$ cat src/shared/tcbp_pkg.sv
// Constants and types for the terminal controller bus port
package tcbp_pkg;

  // ****************************************
  // Bus fields
  // ****************************************
  localparam int BUS_ADDR_W = 16;
  localparam int DATA_W = 8;
  localparam int CARD_W = 4;
  localparam int CARD_LSB = 12;
  localparam int PORT_LSB = 10;
  localparam int PORT_W = 2;
  localparam int LOC_W = 10;
  localparam int NUM_PORTS = 4;
  localparam logic [NUM_PORTS-1:0] PORT_ENABLE_MASK = 4'h1;

  // ****************************************
  // Shared RAM layout
  // ****************************************
  localparam logic [BUS_ADDR_W-1:0] BUS_RAM_BASE = 16'h8000;
  localparam int FIFO_DEPTH = 4;
  localparam int REQ_W = 1 + BUS_ADDR_W + DATA_W;

  // ****************************************
  // Processor I/O map (bits 7:4 of I/O address)
  // ****************************************
  localparam int IO_SEL_W = 4;
  localparam int IO_SEL_LSB = 4;
  localparam logic [IO_SEL_W-1:0] IO_USART_LAST = 4'h3;
  localparam logic [IO_SEL_W-1:0] IO_PORT_MODE = 4'h4;
  localparam logic [IO_SEL_W-1:0] IO_WDOG_RESTART = 4'h5;
  localparam logic [NUM_PORTS-1:0] PORT_MODE_RESET = 4'h0;

  // ****************************************
  // Timing
  // ****************************************
  localparam int CLK_MHZ = 250;
  localparam int WDOG_TIMEOUT_MS = 100;
  localparam int WDOG_CYCLES = WDOG_TIMEOUT_MS * 1000 * CLK_MHZ;
  localparam int WDOG_CNT_W = 25;
  localparam int RST_HOLD_CYCLES = 16;
  localparam int RST_CNT_W = 5;
  localparam int BAUD_DIV = 16;
  localparam int BAUD_CNT_W = 4;

  // ****************************************
  // State machines
  // ****************************************
  typedef enum logic [2:0] {
    RC_IDLE = 3'h1,
    RC_PROC = 3'h2,
    RC_BUS = 3'h4
  } tcbp_rc_state_t;

  typedef enum logic [2:0] {
    BS_IDLE = 3'h1,
    BS_WAIT = 3'h2,
    BS_ACK = 3'h4
  } tcbp_bs_state_t;

endpackage : tcbp_pkg

$ cat src/logic/tcbp_bus_port.sv
// Bus port, shared RAM arbitration, watchdog and port decode
`timescale 1ns/100ps
module tcbp_bus_port #(
  parameter int unsigned WDOG_CYCLES = tcbp_pkg::WDOG_CYCLES
) (
  input wire logic sys_clk,
  input wire logic arst_n,
  input wire logic [tcbp_pkg::CARD_W-1:0] card_addr,
  input wire logic [tcbp_pkg::BUS_ADDR_W-1:0] bus_addr,
  input wire logic bus_read,
  input wire logic bus_write,
  input wire logic bus_reset,
  input wire logic [tcbp_pkg::DATA_W-1:0] bus_data_in,
  output logic [tcbp_pkg::DATA_W-1:0] bus_data_out,
  output logic bus_data_oe_n,
  output logic bus_done_ack,
  input wire logic cpu_req,
  input wire logic cpu_io,
  input wire logic cpu_write,
  input wire logic [tcbp_pkg::BUS_ADDR_W-1:0] cpu_addr,
  input wire logic [tcbp_pkg::DATA_W-1:0] cpu_wdata,
  input wire logic soft_reset_req,
  output logic [tcbp_pkg::DATA_W-1:0] cpu_rdata,
  output logic cpu_done,
  output logic cpu_reset_n,
  output logic processor_ram_window,
  output logic bus_ram_window,
  output logic bus_cycle_end,
  output logic [tcbp_pkg::BUS_ADDR_W-1:0] ram_addr,
  output logic [tcbp_pkg::DATA_W-1:0] ram_wdata,
  output logic ram_we,
  input wire logic [tcbp_pkg::DATA_W-1:0] ram_rdata,
  output logic [tcbp_pkg::NUM_PORTS-1:0] usart_select,
  output logic [tcbp_pkg::NUM_PORTS-1:0] port_current_loop,
  output logic [tcbp_pkg::NUM_PORTS-1:0] loop_tx_enable,
  output logic watchdog_restart_strobe,
  output logic baud_tick
);

  // ****************************************
  // Decode functions
  // ****************************************
  function automatic logic [tcbp_pkg::BUS_ADDR_W-1:0] xlate(
    input logic [tcbp_pkg::BUS_ADDR_W-1:0] a);
    logic [tcbp_pkg::PORT_W-1:0] port;
    logic [tcbp_pkg::LOC_W-1:0] loc;
    port = a[tcbp_pkg::PORT_LSB +: tcbp_pkg::PORT_W];
    loc = a[tcbp_pkg::LOC_W-1:0];
    xlate = tcbp_pkg::BUS_RAM_BASE | {{tcbp_pkg::BUS_ADDR_W-tcbp_pkg::PORT_W-tcbp_pkg::LOC_W{1'b0}},
      port, loc};
  endfunction : xlate

  function automatic logic [tcbp_pkg::IO_SEL_W-1:0] io_sel(
    input logic [tcbp_pkg::BUS_ADDR_W-1:0] a);
    io_sel = a[tcbp_pkg::IO_SEL_LSB +: tcbp_pkg::IO_SEL_W];
  endfunction : io_sel

  // ****************************************
  // Pin synchronisers
  // ****************************************
  localparam int PIN_W = tcbp_pkg::CARD_W + 3 + tcbp_pkg::BUS_ADDR_W + tcbp_pkg::DATA_W;
  logic [PIN_W-1:0] pin_meta_reg;
  logic [PIN_W-1:0] pin_sync_reg;
  logic [tcbp_pkg::CARD_W-1:0] card_s;
  logic bus_reset_s;
  logic bus_write_s;
  logic bus_read_s;
  logic [tcbp_pkg::BUS_ADDR_W-1:0] bus_addr_s;
  logic [tcbp_pkg::DATA_W-1:0] bus_data_s;

  always_ff @(posedge sys_clk or negedge arst_n) begin
    if (!arst_n) begin
      pin_meta_reg <= '0;
      pin_sync_reg <= '0;
    end else begin
      pin_meta_reg <= {card_addr, bus_reset, bus_write, bus_read, bus_addr, bus_data_in};
      pin_sync_reg <= pin_meta_reg;
    end
  end
  assign {card_s, bus_reset_s, bus_write_s, bus_read_s, bus_addr_s, bus_data_s} = pin_sync_reg;

  wire addr_match = (bus_addr_s[tcbp_pkg::CARD_LSB +: tcbp_pkg::CARD_W] == card_s);
  wire bus_req_s = bus_read_s || bus_write_s;

  // ****************************************
  // Bus control
  // ****************************************
  tcbp_pkg::tcbp_bs_state_t bs_reg;
  tcbp_pkg::tcbp_bs_state_t bs_next;
  logic [tcbp_pkg::DATA_W-1:0] bus_rdata_reg;
  logic bus_is_read_reg;
  logic bus_done_ack_reg;
  logic bus_data_oe_n_reg;
  logic cycle_end_reg;
  logic fifo_in_ready;
  logic fifo_out_valid;
  logic fifo_out_ready;
  logic [tcbp_pkg::REQ_W-1:0] fifo_out_data;

  wire fifo_in_valid = (bs_reg == tcbp_pkg::BS_IDLE) && addr_match && bus_req_s;
  wire [tcbp_pkg::REQ_W-1:0] fifo_in_data = {bus_write_s, bus_addr_s, bus_data_s};

  always_comb begin
    bs_next = bs_reg;
    case (bs_reg)
      tcbp_pkg::BS_IDLE: if (fifo_in_valid && fifo_in_ready) bs_next = tcbp_pkg::BS_WAIT;
      tcbp_pkg::BS_WAIT: if (cycle_end_reg) bs_next = tcbp_pkg::BS_ACK;
      tcbp_pkg::BS_ACK: if (!bus_req_s) bs_next = tcbp_pkg::BS_IDLE;
      default: bs_next = tcbp_pkg::BS_IDLE;
    endcase
  end

  always_ff @(posedge sys_clk or negedge arst_n) begin
    if (!arst_n) begin
      bs_reg <= tcbp_pkg::BS_IDLE;
      bus_is_read_reg <= 1'b0;
      bus_done_ack_reg <= 1'b0;
      bus_data_oe_n_reg <= 1'b1;
    end else begin
      bs_reg <= bs_next;
      if (fifo_in_valid && fifo_in_ready) bus_is_read_reg <= !bus_write_s;
      bus_done_ack_reg <= (bs_next == tcbp_pkg::BS_ACK);
      bus_data_oe_n_reg <= !((bs_next == tcbp_pkg::BS_ACK) && bus_is_read_reg);
    end
  end

  tcbp_fifo #(
    .WIDTH(tcbp_pkg::REQ_W),
    .DEPTH(tcbp_pkg::FIFO_DEPTH)
  ) u_req_fifo (
    .sys_clk(sys_clk),
    .arst_n(arst_n),
    .in_valid(fifo_in_valid),
    .in_ready(fifo_in_ready),
    .in_data(fifo_in_data),
    .out_valid(fifo_out_valid),
    .out_ready(fifo_out_ready),
    .out_data(fifo_out_data)
  );

  // ****************************************
  // RAM control windows
  // ****************************************
  tcbp_pkg::tcbp_rc_state_t rc_reg;
  tcbp_pkg::tcbp_rc_state_t rc_next;
  logic cpu_pend_reg;
  logic cpu_io_reg;
  logic cpu_write_reg;
  logic [tcbp_pkg::BUS_ADDR_W-1:0] cpu_addr_reg;
  logic [tcbp_pkg::DATA_W-1:0] cpu_wdata_reg;
  logic [tcbp_pkg::BUS_ADDR_W-1:0] ram_addr_reg;
  logic [tcbp_pkg::DATA_W-1:0] ram_wdata_reg;
  logic ram_we_reg;
  logic bus_serv_reg;
  logic [tcbp_pkg::DATA_W-1:0] cpu_rdata_reg;
  logic cpu_done_reg;
  logic [tcbp_pkg::NUM_PORTS-1:0] port_mode_reg;

  wire head_write = fifo_out_data[tcbp_pkg::REQ_W-1];
  wire [tcbp_pkg::BUS_ADDR_W-1:0] head_addr = fifo_out_data[tcbp_pkg::DATA_W +: tcbp_pkg::BUS_ADDR_W];
  wire [tcbp_pkg::DATA_W-1:0] head_data = fifo_out_data[tcbp_pkg::DATA_W-1:0];
  wire proc_sel_next = (rc_next == tcbp_pkg::RC_PROC);
  // Bus address maps to BUS_RAM_BASE plus port and location bits on the local side
  wire [tcbp_pkg::BUS_ADDR_W-1:0] bus_local_addr = xlate(head_addr);
  wire [tcbp_pkg::BUS_ADDR_W-1:0] mux_addr = proc_sel_next ? cpu_addr_reg : bus_local_addr;
  wire proc_mem_we = cpu_write_reg && !cpu_io_reg;
  wire mux_we = proc_sel_next ? proc_mem_we : (fifo_out_valid && head_write);
  wire [tcbp_pkg::DATA_W-1:0] mux_wdata = proc_sel_next ? cpu_wdata_reg : head_data;
  assign fifo_out_ready = (rc_reg == tcbp_pkg::RC_BUS) && bus_serv_reg;

  // Processor requests are polled, never interrupt driven
  always_comb begin
    rc_next = rc_reg;
    case (rc_reg)
      tcbp_pkg::RC_IDLE: begin
        if (cpu_pend_reg) rc_next = tcbp_pkg::RC_PROC;
        else if (fifo_out_valid) rc_next = tcbp_pkg::RC_BUS;
      end
      tcbp_pkg::RC_PROC: rc_next = tcbp_pkg::RC_BUS;
      tcbp_pkg::RC_BUS: rc_next = tcbp_pkg::RC_IDLE;
      default: rc_next = tcbp_pkg::RC_IDLE;
    endcase
  end

  always_ff @(posedge sys_clk or negedge arst_n) begin
    if (!arst_n) begin
      rc_reg <= tcbp_pkg::RC_IDLE;
      cpu_pend_reg <= 1'b0;
      cpu_io_reg <= 1'b0;
      cpu_write_reg <= 1'b0;
      cpu_addr_reg <= '0;
      cpu_wdata_reg <= '0;
    end else begin
      rc_reg <= rc_next;
      // A new request wins over the clear of the old one
      if (cpu_req) cpu_pend_reg <= 1'b1;
      else if (rc_next == tcbp_pkg::RC_PROC) cpu_pend_reg <= 1'b0;
      if (cpu_req) begin
        cpu_io_reg <= cpu_io;
        cpu_write_reg <= cpu_write;
        cpu_addr_reg <= cpu_addr;
        cpu_wdata_reg <= cpu_wdata;
      end
    end
  end

  always_ff @(posedge sys_clk or negedge arst_n) begin
    if (!arst_n) begin
      ram_addr_reg <= '0;
      ram_wdata_reg <= '0;
      ram_we_reg <= 1'b0;
      bus_serv_reg <= 1'b0;
      cycle_end_reg <= 1'b0;
      bus_rdata_reg <= '0;
      cpu_rdata_reg <= '0;
      cpu_done_reg <= 1'b0;
    end else begin
      ram_addr_reg <= mux_addr;
      ram_wdata_reg <= mux_wdata;
      ram_we_reg <= (rc_next != tcbp_pkg::RC_IDLE) && mux_we;
      bus_serv_reg <= (rc_next == tcbp_pkg::RC_BUS) && fifo_out_valid;
      cycle_end_reg <= fifo_out_ready;
      if (fifo_out_ready) bus_rdata_reg <= ram_rdata;
      cpu_done_reg <= (rc_reg == tcbp_pkg::RC_PROC);
      if (rc_reg == tcbp_pkg::RC_PROC) begin
        cpu_rdata_reg <= cpu_io_reg ? {{tcbp_pkg::DATA_W-tcbp_pkg::NUM_PORTS{1'b0}},
          port_mode_reg} : ram_rdata;
      end
    end
  end

  // ****************************************
  // Processor I/O decode
  // ****************************************
  logic [tcbp_pkg::NUM_PORTS-1:0] usart_sel_reg;
  logic wdog_strobe_reg;
  wire io_cycle = (rc_reg == tcbp_pkg::RC_PROC) && cpu_io_reg;
  wire [tcbp_pkg::IO_SEL_W-1:0] io_code = io_sel(cpu_addr_reg);
  wire mode_wr = io_cycle && cpu_write_reg && (io_code == tcbp_pkg::IO_PORT_MODE);
  wire wdog_hit = io_cycle && (io_code == tcbp_pkg::IO_WDOG_RESTART);
  logic [tcbp_pkg::NUM_PORTS-1:0] usart_sel_next;

  // Transceiver selects, disabled ports never selected
  genvar gp;
  generate
    for (gp = 0; gp < tcbp_pkg::NUM_PORTS; gp++) begin : g_port
      assign usart_sel_next[gp] = io_cycle && (io_code == tcbp_pkg::IO_SEL_W'(gp))
        && tcbp_pkg::PORT_ENABLE_MASK[gp];
    end
  endgenerate

  always_ff @(posedge sys_clk or negedge arst_n) begin
    if (!arst_n) begin
      port_mode_reg <= tcbp_pkg::PORT_MODE_RESET;
      usart_sel_reg <= '0;
      wdog_strobe_reg <= 1'b0;
    end else begin
      if (mode_wr) port_mode_reg <= cpu_wdata_reg[tcbp_pkg::NUM_PORTS-1:0]
        & tcbp_pkg::PORT_ENABLE_MASK;
      usart_sel_reg <= usart_sel_next;
      wdog_strobe_reg <= wdog_hit;
    end
  end

  // ****************************************
  // Common baud enable
  // ****************************************
  logic [tcbp_pkg::BAUD_CNT_W-1:0] baud_cnt_reg;
  logic baud_tick_reg;
  wire baud_wrap = (baud_cnt_reg == tcbp_pkg::BAUD_CNT_W'(tcbp_pkg::BAUD_DIV - 1));
  always_ff @(posedge sys_clk or negedge arst_n) begin
    if (!arst_n) begin
      baud_cnt_reg <= '0;
      baud_tick_reg <= 1'b0;
    end else begin
      baud_cnt_reg <= baud_wrap ? '0 : baud_cnt_reg + 1'b1;
      baud_tick_reg <= baud_wrap;
    end
  end

  // ****************************************
  // Watchdog and reset sources
  // ****************************************
  logic [tcbp_pkg::WDOG_CNT_W-1:0] wdog_cnt_reg;
  logic [tcbp_pkg::RST_CNT_W-1:0] rst_cnt_reg;
  logic cpu_reset_n_reg;
  wire wdog_expire = (wdog_cnt_reg == tcbp_pkg::WDOG_CNT_W'(WDOG_CYCLES - 1));
  wire ext_reset = bus_reset_s && addr_match;
  wire reset_cause = ext_reset || wdog_expire || soft_reset_req;

  always_ff @(posedge sys_clk or negedge arst_n) begin
    if (!arst_n) begin
      wdog_cnt_reg <= '0;
      rst_cnt_reg <= tcbp_pkg::RST_CNT_W'(tcbp_pkg::RST_HOLD_CYCLES);
      cpu_reset_n_reg <= 1'b0;
    end else begin
      if (wdog_strobe_reg || !cpu_reset_n_reg || wdog_expire) wdog_cnt_reg <= '0;
      else wdog_cnt_reg <= wdog_cnt_reg + 1'b1;
      if (reset_cause) rst_cnt_reg <= tcbp_pkg::RST_CNT_W'(tcbp_pkg::RST_HOLD_CYCLES);
      else if (rst_cnt_reg != '0) rst_cnt_reg <= rst_cnt_reg - 1'b1;
      cpu_reset_n_reg <= !reset_cause && (rst_cnt_reg == '0);
    end
  end

  // ****************************************
  // Outputs
  // ****************************************
  assign bus_data_out = bus_rdata_reg;
  assign bus_data_oe_n = bus_data_oe_n_reg;
  assign bus_done_ack = bus_done_ack_reg;
  assign cpu_rdata = cpu_rdata_reg;
  assign cpu_done = cpu_done_reg;
  assign cpu_reset_n = cpu_reset_n_reg;
  assign processor_ram_window = rc_reg[1];
  assign bus_ram_window = rc_reg[2];
  assign bus_cycle_end = cycle_end_reg;
  assign ram_addr = ram_addr_reg;
  assign ram_wdata = ram_wdata_reg;
  assign ram_we = ram_we_reg;
  assign usart_select = usart_sel_reg;
  assign port_current_loop = port_mode_reg;
  assign loop_tx_enable = port_mode_reg;
  assign watchdog_restart_strobe = wdog_strobe_reg;
  assign baud_tick = baud_tick_reg;
endmodule : tcbp_bus_port

$ cat src/logic/tcbp_fifo.sv
// Request FIFO between bus control and RAM control
`timescale 1ns/100ps
module tcbp_fifo #(
  parameter int WIDTH = 8,
  parameter int DEPTH = 4
) (
  input wire logic sys_clk,
  input wire logic arst_n,
  input wire logic in_valid,
  output logic in_ready,
  input wire logic [WIDTH-1:0] in_data,
  output logic out_valid,
  input wire logic out_ready,
  output logic [WIDTH-1:0] out_data
);
  localparam int PTR_W = $clog2(DEPTH);

  logic [WIDTH-1:0] mem_reg [DEPTH];
  logic [PTR_W:0] wr_ptr_reg;
  logic [PTR_W:0] rd_ptr_reg;
  wire push = in_valid && in_ready;
  wire pop = out_valid && out_ready;
  wire [PTR_W:0] fill = wr_ptr_reg - rd_ptr_reg;

  assign in_ready = (fill != (PTR_W+1)'(DEPTH));
  assign out_valid = (fill != '0);
  assign out_data = mem_reg[rd_ptr_reg[PTR_W-1:0]];

  always_ff @(posedge sys_clk or negedge arst_n) begin
    if (!arst_n) begin
      wr_ptr_reg <= '0;
      rd_ptr_reg <= '0;
    end else begin
      if (push) wr_ptr_reg <= wr_ptr_reg + 1'b1;
      if (pop) rd_ptr_reg <= rd_ptr_reg + 1'b1;
    end
  end

  always_ff @(posedge sys_clk) begin
    if (push) mem_reg[wr_ptr_reg[PTR_W-1:0]] <= in_data;
  end

endmodule : tcbp_fifo

$ cat config.mk
export PLATFORM = sky130hd
export DESIGN_NAME = tcbp_bus_port
export DESIGN_NICKNAME = d
export VERILOG_FILES = /design/src/shared/tcbp_pkg.sv /design/src/logic/tcbp_bus_port.sv /design/src/logic/tcbp_fifo.sv
export SDC_FILE = /design/constraint.sdc
export NUM_CORES = 1
export LEC_CHECK = 0
export BUFFER_PORTS_ARGS = -buffer_cell sky130_fd_sc_hd__buf_2
export CORE_MARGIN = 2
export CORE_UTILIZATION = 30
export CTS_CLUSTER_SIZE = 10
export DETAILED_ROUTE_END_ITERATION = 10
export PLACE_DENSITY = 0.61
export SLEW_MARGIN = 15
export SYNTH_ARGS = -nofsm -noshare
export SYNTH_HDL_FRONTEND = slang
export SYNTH_SLANG_ARGS = --single-unit
$ cat constraint.sdc
create_clock -name sys_clk -period 2.8 [get_ports sys_clk]
set_input_delay 0.56 -clock sys_clk [delete_from_list [all_inputs] [get_ports sys_clk]]
set_output_delay 0.56 -clock sys_clk [all_outputs]
set_load 0.02 [all_outputs]
==> metrics <==
Max Root-Sink Buffers=3; CTS tree=yes; clock group share of total power=36.8%; NetSw=3.08 mW; Netlist cell types=53; final wirelength=between 15000 and 20000 um; CP max FO=21; Final GP Congestion=0.720; Req. time, crit path=2.97 ns; GR Overflow Total=0; PortBufs=121; clock latency on the worst-skew pair=0.52 ns; part of the cycle the worst path needs=82.2%; width of the die=187 um; # rows=66; area of the core=32700 sq um; post-route minimum period=2.30 ns; static leakage=5.05 nW; DR vias/cell=4.36; PostCTS Resize Cnt=0; DRC=0; Combinational Power Share=just under 20%; WL/cell=15.5 um; Async S/R FF share, synth=approximately 70%; relative slew slack=around 48%; Post-CTS Setup Inserts=0; Final ANT Viol Nets=0; area delta synth->final=22.2%; Synth Flop Type=dfrtp_1; io pins=131; Buf/Inv on CP=2; Final Hold Vio Count=0; share of layout cells above drive strength 1=34.4%; CTS Root Cell=clkbuf_16; first-pass GRT wire length=30700 um; Reg area=7210 sq um; slowest stage delay, CP=0.42 ns; Crit. End Element=flip-flop; Setup violations, final=0; unrepaired setup endpoints after global routing=no; Seq pwr share=a little over two fifths; Synth Area per Inst=16.4 sq um; max-cap check violation count=0; cts hold-fix bufs=0; outcome=completed; crit path kind=flip-flop to flip-flop; TNS Setup=0 ns; n_diodes=0; initial DRC count=around 340; final core occ=37.4%; Slew Viols, Final=0; Pwr per Cell Area=roughly 900 nW/um^2; antenna violations before repair=0; CP Cell Sequence=inv_1 > ha_1 > nor2b_1 > xor2_1 > o211ai_2 > nor2_2 > buf_4; Crit-path slowest cell=dfrtp_1; CP arrival=2.47 ns; hold_ws=0.0278 ns; fillers=roughly 3100; # nets final=about 840; multi-input gate area in the final layout=2610 sq um; die span in y=187 um; H-tree depth=2; Total GRT Usage=between 10% and 20%; Largest register FFs=84; maximum clock rate=~0.43 GHz; Starting Density=30.6%; Ys Warns=0; worst slew pin tran=0.785 ns; worst min path class=primary input to asynchronous set/reset pin; clk_skew=0.0184 ns; dpl hpwl=12400 um; Peak VDD IR=475 uV; vias in the first global route=between 5000 and 6000; DRT Pass-1 Iters=4; clock sinks=271; P_int=7.92 mW; sw frac=28.0%; CP delay by family, top=buffers and inverters; Netlist Area Pre-Place=~10000 sq um; Num CTS Buffers=34; die footprint=34800 sq um; CTS clk-pin slew, worst paths=0.06 ns; register area share after synthesis=72.0%; number of synthesized register bits=271; number of flops mapped to enable cells by yosys=84; r2r setup slk=0.50 ns; Vias=5346; startpoint types=flip-flop; Mapped Cells=between 600 and 700; largest net degree at the start of global routing=60
## placed cells by master (no fill, tap or decap), types with 11 or more instances in the layout
master / Yosys / final
nand3_1: 12 / 12
mux4_2: 21 / 21
buf_2: 8 / 120
nor2_1: 25 / 22
inv_1: 17 / 17
buf_4: 10 / 12
xor2_1: 15 / 15
mux2_2: 56 / 56
xnor2_1: 11 / 11
ha_1: 11 / 11
clkbuf_16: 0 / 34
dfrtp_1: 183 / 182
a21oi_1: 18 / 18
nand2_1: 17 / 17
edfxtp_1: 84 / 84
o21ai_0: 21 / 21
nand2b_1: 13 / 13
clkbuf_1: 8 / 17
## area by class of cell
| cell class | instances | area share, % |
|---|---|---|
| flip-flops and latches | 271 | 59.0 |
| well taps | 442 | 4.52 |
| clock buffers | 53 | 7.71 |
| clock inverters | 6 | 0.819 |
| repair buffers | 135 | 6.09 |
| inverters | 17 | 0.522 |
| multi-input cells | 303 | 21.4 |
## worst reg2reg max path: cells and delay by family (launching register included)
family | cells | cell delay (ns)
AOI/OAI and AO/OA | 1 | 0.27
xor gates and xnor gates | 1 | 0.29
adders and majority gates | 1 | 0.15
buffers and inverters | 2 | 0.44
DFF | 1 | 0.42
and+or+nand+nor | 2 | 0.39
## synth_stat cells (all sizes together), types with 3 or more instances
master	number	share of area, %
ha	11	1.4
clkbuf	8	0.30
dfstp	4	1.1
inv	17	0.64
mux4	21	4.7
nor2	25	0.94
buf	20	1.4
o31ai	6	0.45
nand2b	13	0.81
and4	4	0.38
nor3b	3	0.23
mux2	57	6.4
and3	5	0.31
nor3	3	0.15
edfxtp	84	25
or3	9	0.56
or4	4	0.30
xnor2	11	0.96
a21oi	18	0.90
o21ai	21	1.1
nand4	6	0.68
and2	7	0.44
nand2	17	0.64
dfrtp	183	46
xor2	15	1.3
nand3	12	0.60
## per-layer routing
metal / routed length [um] / vias to the layer above / part of all wire [%] / track usage [%]
li1: - / 2500 / - / -
met1: 9060 / 2674 / 48 / 15.7
met2: 8530 / 141 / 45 / 16.9
met3: 1000 / 31 / 5.3 / 2.63
met4: 371 / 0 / 2.0 / 3.45
met5: 0 / - / 0 / 0
## power by group through the flow
stage	registers [mW]	clock network [mW]	logic [mW]
floorplan	5.19	0	1.12
CTS	4.83	4.18	2.19
global placement	4.88	0	2.16
finish	4.82	4.05	2.14
detailed placement	4.89	0	2.18
global route	4.88	4.35	2.35
## path summary, 6_finish.rpt
| path | startpoint | endpoint | cells past startpoint |
|---|---|---|---|
| min in group sys_clk | bus_addr[2] | pin_meta_reg[10]$_DFF_PN0_ | 1 |
| max in group asynchronous | arst_n | rst_cnt_reg[4]$_DFFE_PN1N_ | 2 |
| min reg2reg | pin_meta_reg[3]$_DFF_PN0_ | pin_sync_reg[3]$_DFF_PN0_ | 0 |
| max reg2reg | u_req_fifo.wr_ptr_reg[0]$_DFFE_PN0P_ | u_req_fifo.mem_reg[0][13]$_DFFE_PP_ | 7 |
| max | u_req_fifo.wr_ptr_reg[0]$_DFFE_PN0P_ | u_req_fifo.mem_reg[0][13]$_DFFE_PP_ | 7 |
| min | arst_n | baud_cnt_reg[3]$_DFF_PN0_ | 1 |
## through the flow
| step | cell area [sq um] | std cells | setup WS (ns) | power [mW] |
|---|---|---|---|---|
| 4_1_cts | 12200 | 1227 | 0.451 | 11.2 |
| 5_1_grt | 12200 | 1227 | 0.298 | 11.6 |
| 6_report | 12200 | 1227 | 0.498 | 11.0 |
| 2_1_floorplan | 10000 | 619 | -0.211 | 6.32 |
| 3_3_place_gp | 11200 | 1168 | 0.533 | 7.05 |
| 3_5_place_dp | 11200 | 1168 | 0.482 | 7.07 |
## logic make-up after synthesis
group	after synthesis	share of synthesized area [%]
flops	271	72.0
simple gates	122	7.34
mux	80	11.3
compound gates	55	3.26
buf+inv	45	2.31
xor+xnor	26	2.28
fa+ha+maj	11	1.38
other cells	1	0.0375
Note: power is estimated with default switching activity, not from simulation.
